[src/rtl/acc_xfer_consts.vh]
// Constants for the accumulator transfer decoder and its APB register window
`ifndef ACC_XFER_CONSTS_VH
`define ACC_XFER_CONSTS_VH

// -----------------------------------------------------------------
// Instruction codes
// -----------------------------------------------------------------
`define OP_WAKEUP_TWO      10'h22b
`define OP_WAKEUP_THREE    10'h22c
`define OP_DISPLAY_ONE     10'h20a
`define OP_DISPLAY_TWO     10'h20b
`define OP_DISPLAY_THREE   10'h20c
`define OP_DISPLAY_TIMER   10'h20d
`define OP_CLOCK_CTRL      10'h216
`define OP_STORE_BASE      10'h2b0
`define OP_STORE_MASK      10'h3f0

// -----------------------------------------------------------------
// APB byte offsets
// -----------------------------------------------------------------
`define ADDR_WAKEUP_TWO    12'h000
`define ADDR_WAKEUP_THREE  12'h004
`define ADDR_DISPLAY_ONE   12'h008
`define ADDR_DISPLAY_TWO   12'h00c
`define ADDR_DISPLAY_THREE 12'h010
`define ADDR_TIMER         12'h014
`define ADDR_RELOAD        12'h018
`define ADDR_CLOCK_CTRL    12'h01c
`define ADDR_COL_PTR       12'h020
`define ADDR_DECODE_CTRL   12'h024
`define ADDR_DECODE_STAT   12'h028

// -----------------------------------------------------------------
// Field layouts and reset values
// -----------------------------------------------------------------
`define CTRL_ENABLE_BIT    0
`define CTRL_RESET         1'h1
`define NIBBLE_RESET       4'h0
`define STAT_RESET         8'h00
`define STAT_WIDTH         8

`endif

[src/rtl/accumulator_transfer_decode.v]
// Accumulator transfer decoder with destination registers and APB view
//
// Design decisions made here: register access over APB and the register offsets.
`include "acc_xfer_consts.vh"

module accumulator_transfer_decode #(
    parameter       DATA_WIDTH   = 4,
    parameter       PTR_WIDTH    = 6,
    parameter [9:0] OP_WAKEUP_2  = `OP_WAKEUP_TWO,
    parameter [9:0] OP_DISPLAY_1 = `OP_DISPLAY_ONE
) (
    input  wire                  ref_clk,
    input  wire                  reset,
    // Instruction stream from the core
    input  wire                  instr_valid,
    input  wire [9:0]            instr_code,
    input  wire [DATA_WIDTH-1:0] acc,
    input  wire [PTR_WIDTH-1:0]  ram_pointer,
    input  wire                  col_ptr_wr,
    input  wire [DATA_WIDTH-1:0] col_ptr_in,
    // Destination registers
    output wire [DATA_WIDTH-1:0] wakeup_ctrl_two,
    output wire [DATA_WIDTH-1:0] wakeup_ctrl_three,
    output wire [DATA_WIDTH-1:0] display_ctrl_one,
    output wire [DATA_WIDTH-1:0] display_ctrl_two,
    output wire [DATA_WIDTH-1:0] display_ctrl_three,
    output wire [DATA_WIDTH-1:0] display_clock_timer,
    output wire [DATA_WIDTH-1:0] timer_reload_value,
    output wire [DATA_WIDTH-1:0] clock_setting_reg,
    output reg  [DATA_WIDTH-1:0] col_ptr_q,
    // Data memory write port
    output reg                   ram_wr_q,
    output reg  [PTR_WIDTH-1:0]  ram_addr_q,
    output reg  [DATA_WIDTH-1:0] ram_wdata_q,
    // APB slave
    input  wire                  psel,
    input  wire                  penable,
    input  wire                  pwrite,
    input  wire [11:0]           paddr,
    input  wire [31:0]           pwdata,
    output reg  [31:0]           prdata,
    output reg                   pready,
    output reg                   pslverr
);

    // -----------------------------------------------------------------
    // Instruction decode
    // -----------------------------------------------------------------
    reg                    decode_en_q;
    reg [`STAT_WIDTH-1:0]  stat_q;
    wire                   go = instr_valid && decode_en_q;

    wire hit_k2    = go && (instr_code == OP_WAKEUP_2);
    wire hit_k3    = go && (instr_code == `OP_WAKEUP_THREE);
    wire hit_l1    = go && (instr_code == OP_DISPLAY_1);
    wire hit_l2    = go && (instr_code == `OP_DISPLAY_TWO);
    wire hit_l3    = go && (instr_code == `OP_DISPLAY_THREE);
    wire hit_timer = go && (instr_code == `OP_DISPLAY_TIMER);
    wire hit_clock = go && (instr_code == `OP_CLOCK_CTRL);
    wire hit_store = go && ((instr_code & `OP_STORE_MASK) == `OP_STORE_BASE);
    wire [3:0] imm_j = instr_code[3:0];

    // -----------------------------------------------------------------
    // Destination registers, each loaded by its own transfer; the timer transfer loads both timer and reload
    // -----------------------------------------------------------------
    wire [7:0] loads = {hit_clock, hit_timer, hit_timer, hit_l3, hit_l2, hit_l1, hit_k3, hit_k2};
    wire [DATA_WIDTH-1:0] dest [0:7];

    // One holding register per destination, all fed from the accumulator
    acc_load_reg #(
        .WIDTH   (DATA_WIDTH)
    ) u_wakeup_two (
        .ref_clk (ref_clk),
        .reset   (reset),
        .load    (loads[0]),
        .value   (acc),
        .data_q  (dest[0])
    );

    acc_load_reg #(
        .WIDTH   (DATA_WIDTH)
    ) u_wakeup_three (
        .ref_clk (ref_clk),
        .reset   (reset),
        .load    (loads[1]),
        .value   (acc),
        .data_q  (dest[1])
    );

    acc_load_reg #(
        .WIDTH   (DATA_WIDTH)
    ) u_display_one (
        .ref_clk (ref_clk),
        .reset   (reset),
        .load    (loads[2]),
        .value   (acc),
        .data_q  (dest[2])
    );

    acc_load_reg #(
        .WIDTH   (DATA_WIDTH)
    ) u_display_two (
        .ref_clk (ref_clk),
        .reset   (reset),
        .load    (loads[3]),
        .value   (acc),
        .data_q  (dest[3])
    );

    acc_load_reg #(
        .WIDTH   (DATA_WIDTH)
    ) u_display_three (
        .ref_clk (ref_clk),
        .reset   (reset),
        .load    (loads[4]),
        .value   (acc),
        .data_q  (dest[4])
    );

    acc_load_reg #(
        .WIDTH   (DATA_WIDTH)
    ) u_timer (
        .ref_clk (ref_clk),
        .reset   (reset),
        .load    (loads[5]),
        .value   (acc),
        .data_q  (dest[5])
    );

    acc_load_reg #(
        .WIDTH   (DATA_WIDTH)
    ) u_reload (
        .ref_clk (ref_clk),
        .reset   (reset),
        .load    (loads[6]),
        .value   (acc),
        .data_q  (dest[6])
    );

    acc_load_reg #(
        .WIDTH   (DATA_WIDTH)
    ) u_clock (
        .ref_clk (ref_clk),
        .reset   (reset),
        .load    (loads[7]),
        .value   (acc),
        .data_q  (dest[7])
    );

    assign wakeup_ctrl_two     = dest[0];
    assign wakeup_ctrl_three   = dest[1];
    assign display_ctrl_one    = dest[2];
    assign display_ctrl_two    = dest[3];
    assign display_ctrl_three  = dest[4];
    assign display_clock_timer = dest[5];
    assign timer_reload_value  = dest[6];
    assign clock_setting_reg   = dest[7];

    // -----------------------------------------------------------------
    // Memory store and column pointer update
    // -----------------------------------------------------------------
    always @(posedge ref_clk) begin
        if (reset) begin
            ram_wr_q    <= 1'b0;
            ram_addr_q  <= {PTR_WIDTH{1'b0}};
            ram_wdata_q <= `NIBBLE_RESET;
            col_ptr_q   <= `NIBBLE_RESET;
        end else begin
            ram_wr_q <= hit_store;
            if (hit_store) begin
                ram_addr_q  <= ram_pointer;
                ram_wdata_q <= acc;
                col_ptr_q   <= col_ptr_q ^ imm_j[DATA_WIDTH-1:0];
            end else if (col_ptr_wr) begin
                col_ptr_q   <= col_ptr_in;
            end
        end
    end

    // Status: one bit per transfer seen, sticky until written
    wire [`STAT_WIDTH-1:0] stat_set = {hit_store, hit_clock, hit_timer, hit_l3, hit_l2, hit_l1, hit_k3, hit_k2};

    // -----------------------------------------------------------------
    // APB slave, no wait state: answer in the first access cycle
    // -----------------------------------------------------------------
    wire setup    = psel && !penable;
    wire access   = psel && penable && pready;
    wire wr_ctrl  = access && pwrite && (paddr == `ADDR_DECODE_CTRL);
    wire wr_stat  = access && pwrite && (paddr == `ADDR_DECODE_STAT);

    reg [31:0] rd_d;
    reg        err_d;

    // Read decode
    always @* begin
        rd_d  = 32'h0000_0000;
        err_d = 1'b0;
        if (paddr == `ADDR_WAKEUP_TWO) begin
            rd_d[DATA_WIDTH-1:0] = dest[0];
        end else if (paddr == `ADDR_WAKEUP_THREE) begin
            rd_d[DATA_WIDTH-1:0] = dest[1];
        end else if (paddr == `ADDR_DISPLAY_ONE) begin
            rd_d[DATA_WIDTH-1:0] = dest[2];
        end else if (paddr == `ADDR_DISPLAY_TWO) begin
            rd_d[DATA_WIDTH-1:0] = dest[3];
        end else if (paddr == `ADDR_DISPLAY_THREE) begin
            rd_d[DATA_WIDTH-1:0] = dest[4];
        end else if (paddr == `ADDR_TIMER) begin
            rd_d[DATA_WIDTH-1:0] = dest[5];
        end else if (paddr == `ADDR_RELOAD) begin
            rd_d[DATA_WIDTH-1:0] = dest[6];
        end else if (paddr == `ADDR_CLOCK_CTRL) begin
            rd_d[DATA_WIDTH-1:0] = dest[7];
        end else if (paddr == `ADDR_COL_PTR) begin
            rd_d[DATA_WIDTH-1:0] = col_ptr_q;
        end else if (paddr == `ADDR_DECODE_CTRL) begin
            rd_d[`CTRL_ENABLE_BIT] = decode_en_q;
        end else if (paddr == `ADDR_DECODE_STAT) begin
            rd_d[`STAT_WIDTH-1:0] = stat_q;
        end else begin
            err_d = 1'b1;
        end
    end

    // Bus response and software-visible control
    always @(posedge ref_clk) begin
        if (reset) begin
            pready      <= 1'b0;
            prdata      <= 32'h0000_0000;
            pslverr     <= 1'b0;
            decode_en_q <= `CTRL_RESET;
            stat_q      <= `STAT_RESET;
        end else begin
            pready  <= setup;
            pslverr <= setup && err_d;
            prdata  <= (setup && !pwrite) ? rd_d : 32'h0000_0000;
            if (wr_ctrl) begin
                decode_en_q <= pwdata[`CTRL_ENABLE_BIT];
            end
            // Set wins over a clear in the same cycle
            if (wr_stat) begin
                stat_q <= (stat_q & ~pwdata[`STAT_WIDTH-1:0]) | stat_set;
            end else begin
                stat_q <= stat_q | stat_set;
            end
        end
    end

endmodule // accumulator_transfer_decode

[src/rtl/acc_load_reg.v]
// Four-bit destination register loaded from the accumulator
module acc_load_reg #(
    parameter WIDTH = 4
) (
    input  wire             ref_clk,
    input  wire             reset,
    input  wire             load,
    input  wire [WIDTH-1:0] value,
    output reg  [WIDTH-1:0] data_q
);

    // Hold value until a transfer names this register
    always @(posedge ref_clk) begin
        if (reset) begin
            data_q <= {WIDTH{1'b0}};
        end else if (load) begin
            data_q <= value;
        end
    end

endmodule // acc_load_reg

[config.mk]
export PLATFORM = sky130hd
export DESIGN_NAME = accumulator_transfer_decode
export DESIGN_NICKNAME = d
export VERILOG_FILES = /design/src/rtl/accumulator_transfer_decode.v /design/src/rtl/acc_load_reg.v
export VERILOG_INCLUDE_DIRS = /design/src /design/src/rtl
export SDC_FILE = /design/constraint.sdc
export NUM_CORES = 1
export LEC_CHECK = 0
export ABC_CLOCK_PERIOD_IN_PS = 2500
export BUFFER_PORTS_ARGS = -buffer_cell sky130_fd_sc_hd__buf_4
export CAP_MARGIN = 20
export CORE_MARGIN = 4
export CORE_UTILIZATION = 25
export CTS_CLUSTER_SIZE = 20
export DETAILED_ROUTE_END_ITERATION = 6
export SLEW_MARGIN = 5
export SYNTH_ARGS = -nofsm -noshare
export SYNTH_HDL_FRONTEND = slang
export SYNTH_SLANG_ARGS = --single-unit
[constraint.sdc]
create_clock -name ref_clk -period 2.5 [get_ports ref_clk]
set_input_delay 0.125 -clock ref_clk [delete_from_list [all_inputs] [get_ports ref_clk]]
set_output_delay 0.125 -clock ref_clk [all_outputs]
set_load 0.005 [all_outputs]
==> results of run 1 <==
-- flip-flops by register name, summed over array words and instances, names as in the netlist, 4 cells and up --
register and flops:
prdata 8, stat_q 8, ram_addr_q 6, col_ptr_q 4, ram_wdata_q 4, u_clock.data_q 4
u_display_one.data_q 4, u_display_three.data_q 4, u_display_two.data_q 4, u_reload.data_q 4, u_wakeup_three.data_q 4, u_wakeup_two.data_q 4
-- final timing paths --
path / endpoint / startpoint / slack, ns
worst max-delay path: u_reload.data_q[2] / decode_en_q / 0.69
worst min-delay path: decode_en_q / pwdata[0] / 0.03
worst max register to register: u_reload.data_q[2] / decode_en_q / 0.69
worst min register to register: stat_q[5] / stat_q[5] / 0.45
-- cell families after synthesis --
| kind of cell | after synthesis |
|---|---|
| buffers and inverters | 64 |
| AO/OA/AOI/OAI | 65 |
| flip-flops | 62 |
| XOR/XNOR | 1 |
| other | 1 |
| multiplexers | 36 |
| AND/OR/NAND/NOR | 134 |
-- cells in the mapped netlist, types with 2 or more instances --
cell      number  area, um^2
and3_1         3        18.8
o21ai_0        5        25.0
o21ai_2        8        70.1
or3_1          3        18.8
o22ai_1        2        12.5
and2b_1        2        15.0
nor3_1         6        30.0
nor4bb_1       2        20.0
nand4_1        3        18.8
nor3b_1        3        22.5
inv_1         13        48.8
nor4_1         3        18.8
clkbuf_1      14        52.6
nand3_1       10        50.1
o211ai_1       2        15.0
buf_4         30         225
dfxtp_1       62        1240
nand3_2        2        20.0
nor2b_1        4        25.0
a21oi_1       34         170
nand3b_2       2        22.5
mux2i_1       34         340
o41ai_1        3        26.3
and2_1         6        37.5
buf_6          2        22.5
buf_2          4        20.0
nor2_1        37         139
nand2b_1       2        12.5
nand2_1       35         131
-- power breakdown --
part           internal [uW]  switching (uW)
sequential               995            5.05
combinational           87.9             110
clock                    717             442
-- per-stage QoR --
| stage | instances | area [um^2] | power, uW | hold slack [ns] |
|---|---|---|---|---|
| CTS | 628 | 4220 | 2380 | 0.0302 |
| global placement | 613 | 3940 | 1210 | 0.357 |
| detailed placement | 613 | 3940 | 1220 | 0.371 |
| finish | 628 | 4220 | 2360 | 0.0336 |
| global route | 628 | 4220 | 2440 | 0.0389 |
| floorplan | 386 | 3230 | 1140 | 0.232 |
-- final cells by class --
type / count / area (um^2) / share of cell area, %
inverters: 14 / 52.6 / 1.25
well taps: 168 / 210 / 4.98
clock buffers: 12 / 256 / 6.08
clock inverters: 3 / 20.0 / 0.475
multi-input cells: 260 / 1620 / 38.4
repair buffers: 109 / 818 / 19.4
flip-flops and latches: 62 / 1240 / 29.4
-- critical path, cell delays in order, from the launching register on --
cell and delay (ns):
dfxtp_1 0.38, and4bb_2 0.30, nand4b_1 0.16, nor2_1 0.51
mux2i_1 0.27, nor2_1 0.05
-- routing by layer --
layer	global-route usage (%)	vias to the layer above	routed length [um]
met5	0	-	0
met3	4.30	28	818
met2	22.1	105	4570
met1	16.1	1328	4030
met4	8.23	0	433
li1	-	1395	-
==> flow_metrics.env, run 1 <==
export IMPL_vias=2856
export IMPL_track_usage_pct=13.8
export IMPL_synth_compound_area_share_pct=13.4
export IMPL_cp_max_fo=5
export IMPL_viasPerCell=4.55
export IMPL_synth_area_mm2=0.00315
export IMPL_ys_types=56
export IMPL_r2r_cells=5
export IMPL_initial_core_util_pct=25.9
export IMPL_final_cell_mix="buf_4 (109), dfxtp_1 (62), nor2_1 (37)"
export IMPL_cp_required_ns=2.69
export IMPL_slew_headroom_pct=59.0
export IMPL_fin_crit_ns=1.81
export IMPL_holdPathStages=3
export IMPL_synth_mux_area_share_pct=11.9
export IMPL_synth_seq_area_share_pct=39.4
export IMPL_drc=0
export IMPL_tns_ns=0
export IMPL_end_kind="register"
export IMPL_final_core_util_pct=34.7
export IMPL_postRouteAntennaNets=0
export IMPL_core_mm2=0.0122
export IMPL_syn_area_per_cell_um2=8.67
export IMPL_cts_tree="yes"
export IMPL_cp_arrival_ns=2.01
export IMPL_syn_inst=363
export IMPL_synth_top_family_by_area="simple AND/OR/NAND/NOR gates"
export IMPL_grt_setup_unrepaired="false"
export IMPL_outcome="finished clean"
export IMPL_dp_slack_ns=0.655
export IMPL_holdBufCountCts=0
export IMPL_clock_fmax_ghz=0.551
export IMPL_drive_gt1_share_pct=31.1
export IMPL_critPathLaunchType="register"
export IMPL_power_leakage_uw=0.00185
export IMPL_async_reset_ff_share_pct=0
export IMPL_cts_buffers=9
export IMPL_antennaDiodeCount=0
export IMPL_overflow=0
export IMPL_clk_pin_slew_ns=0.05
export IMPL_cts_root_buffer="clkbuf_16"
export IMPL_grt_max_degree=54
export IMPL_die_w_um=120
export IMPL_pwr_density_cell_mw_per_mm2=559
export IMPL_synth_simple_area_share_pct=23.1
export IMPL_area_growth_pct=34.0
export IMPL_dieHeight_um=120
export IMPL_antenna_found_initial=0
export IMPL_postCtsSetupBuffers=0
export IMPL_synthFlopType="dfxtp_1"
export IMPL_clkLatencyLatePin_ns=0.33
export IMPL_cts_resized_gates=0
export IMPL_path_class="reg -> reg"
export IMPL_port_buffers=107
export IMPL_vdd_drop_max_mv=0.319
export IMPL_grt_pass1_vias=2925
export IMPL_period_share_pct=72.6
export IMPL_nFillCells=1262
export IMPL_finalMaxSlewViolations=0
export IMPL_grt_pass1_wl_mm=15.5
export IMPL_dp_hpwl_mm=7.45
export IMPL_setup_slack_ns=0.686
export IMPL_layout_commonest_cell="buf_4"
export IMPL_synth_edf_count=0
export IMPL_skew_ns=0.00961
export IMPL_finalSetupViolations=0
export IMPL_rows=40
export IMPL_ys_ff_latch=62
export IMPL_ioPinCount=156
export IMPL_nets=531
export IMPL_hold_viol=0
export IMPL_drtPass1Iterations=4
export IMPL_cts_max_path_buffers=2
export IMPL_tightest_slew_ns=0.607
export IMPL_cts_sinks=62
export IMPL_drt_initial_drc_count=165
export IMPL_drt_total_wl_mm=9.85
export IMPL_yosysWarnings=0
export IMPL_htree_num_levels=3
export IMPL_die_area_mm2=0.0144
export IMPL_gp_congestion=0.831
export IMPL_synth_xor_area_share_pct=0.278
export IMPL_synth_fa_ha_area_share_pct=0
export IMPL_maxCapViolCount=0
export IMPL_avgRoutedWirePerCell_um=15.7
export IMPL_hp_class="in -> reg"
Note: power is estimated with default switching activity, not from simulation.
==> run 2: changes to the inputs <==
--- a/config.mk
+++ b/config.mk
@@ -6,7 +6,7 @@
 export SDC_FILE = /design/constraint.sdc
 export NUM_CORES = 1
 export LEC_CHECK = 0
-export ABC_CLOCK_PERIOD_IN_PS = 2500
+export ABC_CLOCK_PERIOD_IN_PS = 1730
 export BUFFER_PORTS_ARGS = -buffer_cell sky130_fd_sc_hd__buf_4
 export CAP_MARGIN = 20
 export CORE_MARGIN = 4
==> constraint.sdc (replaced) <==
create_clock -name ref_clk -period 1.73 [get_ports ref_clk]
set_input_delay 0.0865 -clock ref_clk [delete_from_list [all_inputs] [get_ports ref_clk]]
set_output_delay 0.0865 -clock ref_clk [all_outputs]
set_load 0.005 [all_outputs]
==> run 2 against run 1 <==
Design area is 5.0% higher; non-clock buffer count up 18; global-route usage fell by 0.11 points; sequential power increased by 44%; highest routed layer unchanged; combinational power is 53% higher.
==> flow_metrics.env, run 2 (synthesized netlist as in run 1, its figures left out) <==
export IMPL_cp_arrival_ns=1.78
export IMPL_area_growth_pct=40.7
export IMPL_tns_ns=0
export IMPL_grt_pass1_wl_mm=15.5
export IMPL_finalMaxSlewViolations=0
export IMPL_dpl_cell_count=627
export IMPL_drtPass1Iterations=4
export IMPL_seqPwrFrac_pct=40.1
export IMPL_swShare_pct=24.9
export IMPL_clkLatencyLatePin_ns=0.33
export IMPL_vdd_drop_max_mv=0.410
export IMPL_grt_max_degree=53
export IMPL_startpoint="decode_en_q"
export IMPL_p_comb_share_pct=8.4
export IMPL_core_mm2=0.0122
export IMPL_layout_commonest_cell="buf_4"
export IMPL_tightest_slew_ns=0.570
export IMPL_clock_fmax_ghz=0.633
export IMPL_cp_top_family="simple AND/OR/NAND/NOR gates"
export IMPL_cp_max_fo=5
export IMPL_path_class="reg -> reg"
export IMPL_antenna_found_initial=0
export IMPL_largestRegisters="prdata: 8 flops, stat_q: 8 flops, ram_addr_q: 6 flops"
export IMPL_r2r_cells=6
export IMPL_cts_tree="yes"
export IMPL_r2r_start="decode_en_q"
export IMPL_fin_crit_ns=1.58
export IMPL_grt_pass1_vias=2966
export IMPL_cts_max_path_buffers=2
export IMPL_slew_headroom_pct=61.5
export IMPL_end_kind="register"
export IMPL_gp_congestion=0.842
export IMPL_drc=0
export IMPL_power_leakage_uw=0.00198
export IMPL_rows=40
export IMPL_vias=2927
export IMPL_dp_slack_ns=0.000196
export IMPL_finalSetupViolations=0
export IMPL_cts_sinks=62
export IMPL_nets=549
export IMPL_dp_hpwl_mm=7.63
export IMPL_critPathLaunchType="register"
export IMPL_postCtsSetupBuffers=0
export IMPL_drive_gt1_share_pct=34.0
export IMPL_p_sw_uw=896
export IMPL_die_area_mm2=0.0144
export IMPL_pwr_density_cell_mw_per_mm2=814
export IMPL_viasPerCell=4.52
export IMPL_critPathCapture="u_wakeup_two.data_q[1]"
export IMPL_nFillCells=1263
export IMPL_track_usage_pct=13.7
export IMPL_cts_root_buffer="clkbuf_16"
export IMPL_htree_num_levels=3
export IMPL_ioPinCount=156
export IMPL_cp_required_ns=1.93
export IMPL_overflow=0
export IMPL_drt_total_wl_mm=10.0
export IMPL_stdcell_area_mm2=0.00443
export IMPL_internal_power_uw=2710
export IMPL_dieHeight_um=120
export IMPL_hp_class="in -> reg"
export IMPL_crit_chain="and4bb_2, and4b_2, buf_4, nand3_2, mux2i_1, nor2_1"
export IMPL_skew_ns=0.00319
export IMPL_final_cell_mix="buf_4 (122), dfxtp_1 (61), nor2_1 (37)"
export IMPL_rrSetupSlack_ns=0.15
export IMPL_clk_pin_slew_ns=0.06
export IMPL_maxCapViolCount=0
export IMPL_setup_slack_ns=0.151
export IMPL_avgRoutedWirePerCell_um=15.5
export IMPL_hold_ws_ns=0.00729
export IMPL_outcome="finished clean"
export IMPL_path_depth=6
export IMPL_slowest_stage="dfxtp_2"
export IMPL_slowest_delay_ns=0.35
export IMPL_postRouteAntennaNets=0
export IMPL_hold_viol=0
export IMPL_dpl_instance_area_mm2=0.00406
export IMPL_clkPwrFrac_pct=51.5
export IMPL_cp_num_buf_inv=1
export IMPL_antennaDiodeCount=0
export IMPL_die_w_um=120
export IMPL_drt_initial_drc_count=122
export IMPL_timing_rr_end="u_wakeup_two.data_q[1]"
export IMPL_grt_setup_unrepaired="false"
export IMPL_period_share_pct=91.3
export IMPL_cts_buffers=9
export IMPL_stdcell_count=647
export IMPL_initial_core_util_pct=25.9
export IMPL_port_buffers=107
-- run 2: worst min path at each step --
stage / slack, ns / end / startpoint / depth (start not counted)
after CTS: 0.004 / ram_addr_q[2] / ram_pointer[2] / 3
after floorplan: 0.19 / prdata[2] / pwrite / 1
after global placement: 0.32 / decode_en_q / pwdata[0] / 3
final: 0.007 / ram_addr_q[2] / ram_pointer[2] / 3
after global routing: 0.02 / ram_addr_q[2] / ram_pointer[2] / 3
after detailed placement: 0.32 / decode_en_q / pwdata[0] / 3
-- run 2: cell type report --
type | instances | area (um^2) | share of cell area [%]
sequential | 62 | 1240 | 28.1
clock buffer | 9 | 225 | 5.09
clock inverter | 7 | 80.1 | 1.81
timing repair buffer | 127 | 976 | 22.0
tap | 168 | 210 | 4.75
inverter | 14 | 52.6 | 1.19
multi-input combinational | 260 | 1640 | 37.1
-- run 2: per-layer routing --
metal | part of all wire [%] | global-route usage (%)
met3 | 7.8 | 5.19
met2 | 49 | 23.3
met5 | 0 | 0
met1 | 41 | 15.5
met4 | 2.4 | 5.23
-- run 2: per-stage QoR --
step	total power [uW]	utilization, %
global route	3720	36.4
global placement	1760	33.4
finish	3600	36.4
floorplan	1650	-
detailed placement	1770	33.4
CTS	3620	36.2
-- run 2: tightest hold or removal path, delay by kind of cell --
kind | cells | cell delay (ns)
buffers and inverters | 1 | 0.11
AOI/OAI and AO/OA | 1 | 0.05
and+or+nand+nor | 1 | 0.04
-- run 2: power by group through the flow --
stage / clock [uW] / sequential [uW] / combinational [uW]
after floorplan: 0 / 1470 / 177
after global placement: 0 / 1480 / 285
after detailed placement: 0 / 1480 / 291
after CTS: 1880 / 1440 / 299
after global routing: 1950 / 1440 / 331
final: 1860 / 1440 / 303
-- run 2: repair_timing --
item	4_1_cts	5_1_grt
resized for setup	0	6
hold buffers	4	0
endpoints found under the setup margin	0	20
hold endpoints to repair	4	0
==> run 3: changes to the inputs <==
--- a/config.mk
+++ b/config.mk
@@ -16,4 +16,5 @@
 export SLEW_MARGIN = 5
 export SYNTH_ARGS = -nofsm -noshare
 export SYNTH_HDL_FRONTEND = slang
+export SYNTH_HIERARCHICAL = 1
 export SYNTH_SLANG_ARGS = --single-unit
==> run 3 against run 2 <==
The run now ends with negative setup slack left; sequential share of layout area grew 0.35 points; combinational power grew 11%; final cell count grew 0.62%; flip-flop and latch count grew 4; fmax shrank 9.0%; first-iteration DRC count grew 21%; critical endpoint is now u_wakeup_three/data_q[0]; non-clock buffer count is the same; sequential power grew 7%; core utilization is essentially flat; synthesized cell count shrank 1.1%; critical path type unchanged; area after synthesis grew 5.2%.
==> flow_metrics.env, run 3 <==
export IMPL_synth_most_common_cell="dfxtp_1"
export IMPL_gp_congestion=0.947
export IMPL_finalMaxSlewViolations=0
export IMPL_drt_initial_drc_count=148
export IMPL_drive_gt1_share_pct=33.4
export IMPL_synth_top_area_share_pct=39.9
export IMPL_postCtsSetupBuffers=0
export IMPL_skew_ns=0.00693
export IMPL_drc=0
export IMPL_rows=41
export IMPL_min_delay_start="col_ptr_in[2]"
export IMPL_synth_seq_area_share_pct=39.9
export IMPL_cts_tree="yes"
export IMPL_setup_slack_ns=-0.00574
export IMPL_violations="negative setup slack"
export IMPL_synth_area_top_cells="dfxtp_1 (40%), mux2i_1 (14%), nor2_1 (5.6%)"
export IMPL_maxCapViolCount=0
export IMPL_cp_required_ns=1.94
export IMPL_cp_top_family="simple AND/OR/NAND/NOR gates"
export IMPL_stdcell_area_mm2=0.00465
export IMPL_port_buffers=107
export IMPL_clk_pin_slew_ns=0.06
export IMPL_r2r_start="decode_en_q"
export IMPL_startpoint="decode_en_q"
export IMPL_nets=549
export IMPL_outcome="finished, violations left"
export IMPL_hold_ws_ns=0.0167
export IMPL_htree_num_levels=3
export IMPL_tightest_slew_ns=0.534
export IMPL_nFillCells=1297
export IMPL_synth_edf_count=0
export IMPL_avgRoutedWirePerCell_um=16.6
export IMPL_slew_headroom_pct=63.5
export IMPL_layout_commonest_cell="buf_4"
export IMPL_swShare_pct=23.6
export IMPL_largestRegisters="prdata: 8 flops, stat_q: 8 flops, ram_addr_q: 6 flops"
export IMPL_cts_sinks=66
export IMPL_core_mm2=0.0128
export IMPL_syn_inst=359
export IMPL_finalSetupViolations=1
export IMPL_seqPwrFrac_pct=39.7
export IMPL_clkPwrFrac_pct=51.6
export IMPL_syn_area_per_cell_um2=9.23
export IMPL_initial_core_util_pct=25.9
export IMPL_hold_viol=0
export IMPL_drtPass1Iterations=5
export IMPL_clock_fmax_ghz=0.576
export IMPL_final_cell_mix="buf_4 (118), dfxtp_1 (65), nor2_1 (49)"
export IMPL_path_class="reg -> reg"
export IMPL_antenna_found_initial=0
export IMPL_yosys_area_top_type="dfxtp_1"
export IMPL_dieHeight_um=123
export IMPL_clkLatencyLatePin_ns=0.34
export IMPL_internal_power_uw=2960
export IMPL_track_usage_pct=14.1
export IMPL_dp_hpwl_mm=8.31
export IMPL_area_growth_pct=40.5
export IMPL_synth_area_mm2=0.00331
export IMPL_pwr_density_cell_mw_per_mm2=832
export IMPL_antennaDiodeCount=0
export IMPL_hp_class="in -> reg"
export IMPL_vdd_drop_max_mv=0.522
export IMPL_p_comb_share_pct=8.7
export IMPL_drt_total_wl_mm=10.8
export IMPL_slowest_delay_ns=0.48
export IMPL_critPathLaunchType="register"
export IMPL_yosysWarnings=6
export IMPL_p_sw_uw=913
export IMPL_fin_crit_ns=1.74
export IMPL_viasPerCell=4.56
export IMPL_grt_pass1_vias=2948
export IMPL_cts_buffers=9
export IMPL_die_area_mm2=0.0152
export IMPL_cp_arrival_ns=1.94
export IMPL_dpl_instance_area_mm2=0.00424
export IMPL_ioPinCount=156
export IMPL_period_share_pct=100
export IMPL_ys_ff_latch=66
export IMPL_yosys_top_cells_count="dfxtp_1 (66), nor2_1 (49), mux2i_1 (47), buf_4 (24), inv_1 (23)"
export IMPL_die_w_um=123
export IMPL_cp_num_buf_inv=1
export IMPL_synthFlopType="dfxtp_1"
export IMPL_cp_max_fo=4
export IMPL_end_kind="register"
export IMPL_grt_max_degree=45
export IMPL_vias=2970
export IMPL_postRouteAntennaNets=0
export IMPL_overflow=0
export IMPL_cts_root_buffer="clkbuf_16"
export IMPL_power_leakage_uw=0.00197
export IMPL_async_reset_ff_share_pct=0
export IMPL_crit_chain="nand3b_4, or4b_1, or3_4, inv_6, mux2i_1, nor2_1"
export IMPL_slowest_stage="or4b_1"
export IMPL_ys_types=57
export IMPL_cts_max_path_buffers=2
export IMPL_grt_pass1_wl_mm=16.0
export IMPL_grt_setup_unrepaired="true"
-- run 3: worst reg2reg max path: stages, from the launching register on --
cell,delay (ns)
dfxtp_2,0.35
nand3b_4,0.08
or4b_1,0.48
or3_4,0.37
inv_6,0.09
mux2i_1,0.19
nor2_1,0.05
-- run 3: cells by family after synthesis --
logic type | after synthesis | share of synthesized area [%]
simple gates | 116 | 20.1
buf+inv | 69 | 11.7
flops | 66 | 39.9
compound gates | 57 | 12.3
mux | 50 | 15.9
other cells | 1 | 0.113
-- run 3: cell type report --
cell class              count  area, um^2  area share [%]
clock buffers               9         225            4.84
well taps                 172         215            4.62
inverters                  23        91.3            1.96
clock inverters             7         100            2.15
multi-input cells         247        1700            36.6
flip-flops and latches     66        1320            28.4
repair buffers            127         996            21.4
-- run 3: power groups by stage --
stage          clock (uW)  combinational, uW  sequential (uW)
3_5_place_dp            0                319             1570
2_1_floorplan           0                173             1570
5_1_grt              2110                368             1540
3_3_place_gp            0                314             1570
6_report             2000                336             1540
4_1_cts              2050                334             1540
-- run 3: what timing repair did --
action / CTS / global route
pin swaps: 1 / 1
hold buffers: 7 / 0
hold endpoints to repair: 7 / 0
gates resized for setup: 3 / 8
setup endpoints to repair: 4 / 24
-- run 3: per-layer routing --
metal / part of all wire, % / global-route usage (%) / vias to the layer above / wire length (um)
met1: 42 / 17.3 / 1374 / 4540
met5: 0 / 0 / - / 0
met2: 47 / 23.1 / 121 / 5040
li1: - / - / 1456 / -
met3: 8.7 / 4.53 / 19 / 933
met4: 2.5 / 5.40 / 0 / 272
-- run 3: worst paths after layout --
check,slack (ns),cells after the start,end
worst max register to register,-0.006,6,u_wakeup_three/data_q[0]
worst min register to register,0.47,1,prdata[6]
worst max-delay path,-0.006,6,u_wakeup_three/data_q[0]
worst min-delay path,0.02,3,col_ptr_q[2]
-- run 3: through the flow --
step / total power, uW / setup TNS [ns] / utilization (%) / setup slack, ns / instances
after floorplan: 1740 / -0.0576 / - / -0.0144 / 382
after global placement: 1880 / -0.305 / 33.2 / -0.0842 / 628
after detailed placement: 1890 / -0.423 / 33.2 / -0.127 / 628
after CTS: 3920 / 0 / 36.4 / 0.0116 / 651
after global routing: 4020 / -0.276 / 36.4 / -0.0790 / 651
final: 3870 / -0.00574 / 36.4 / -0.00574 / 651
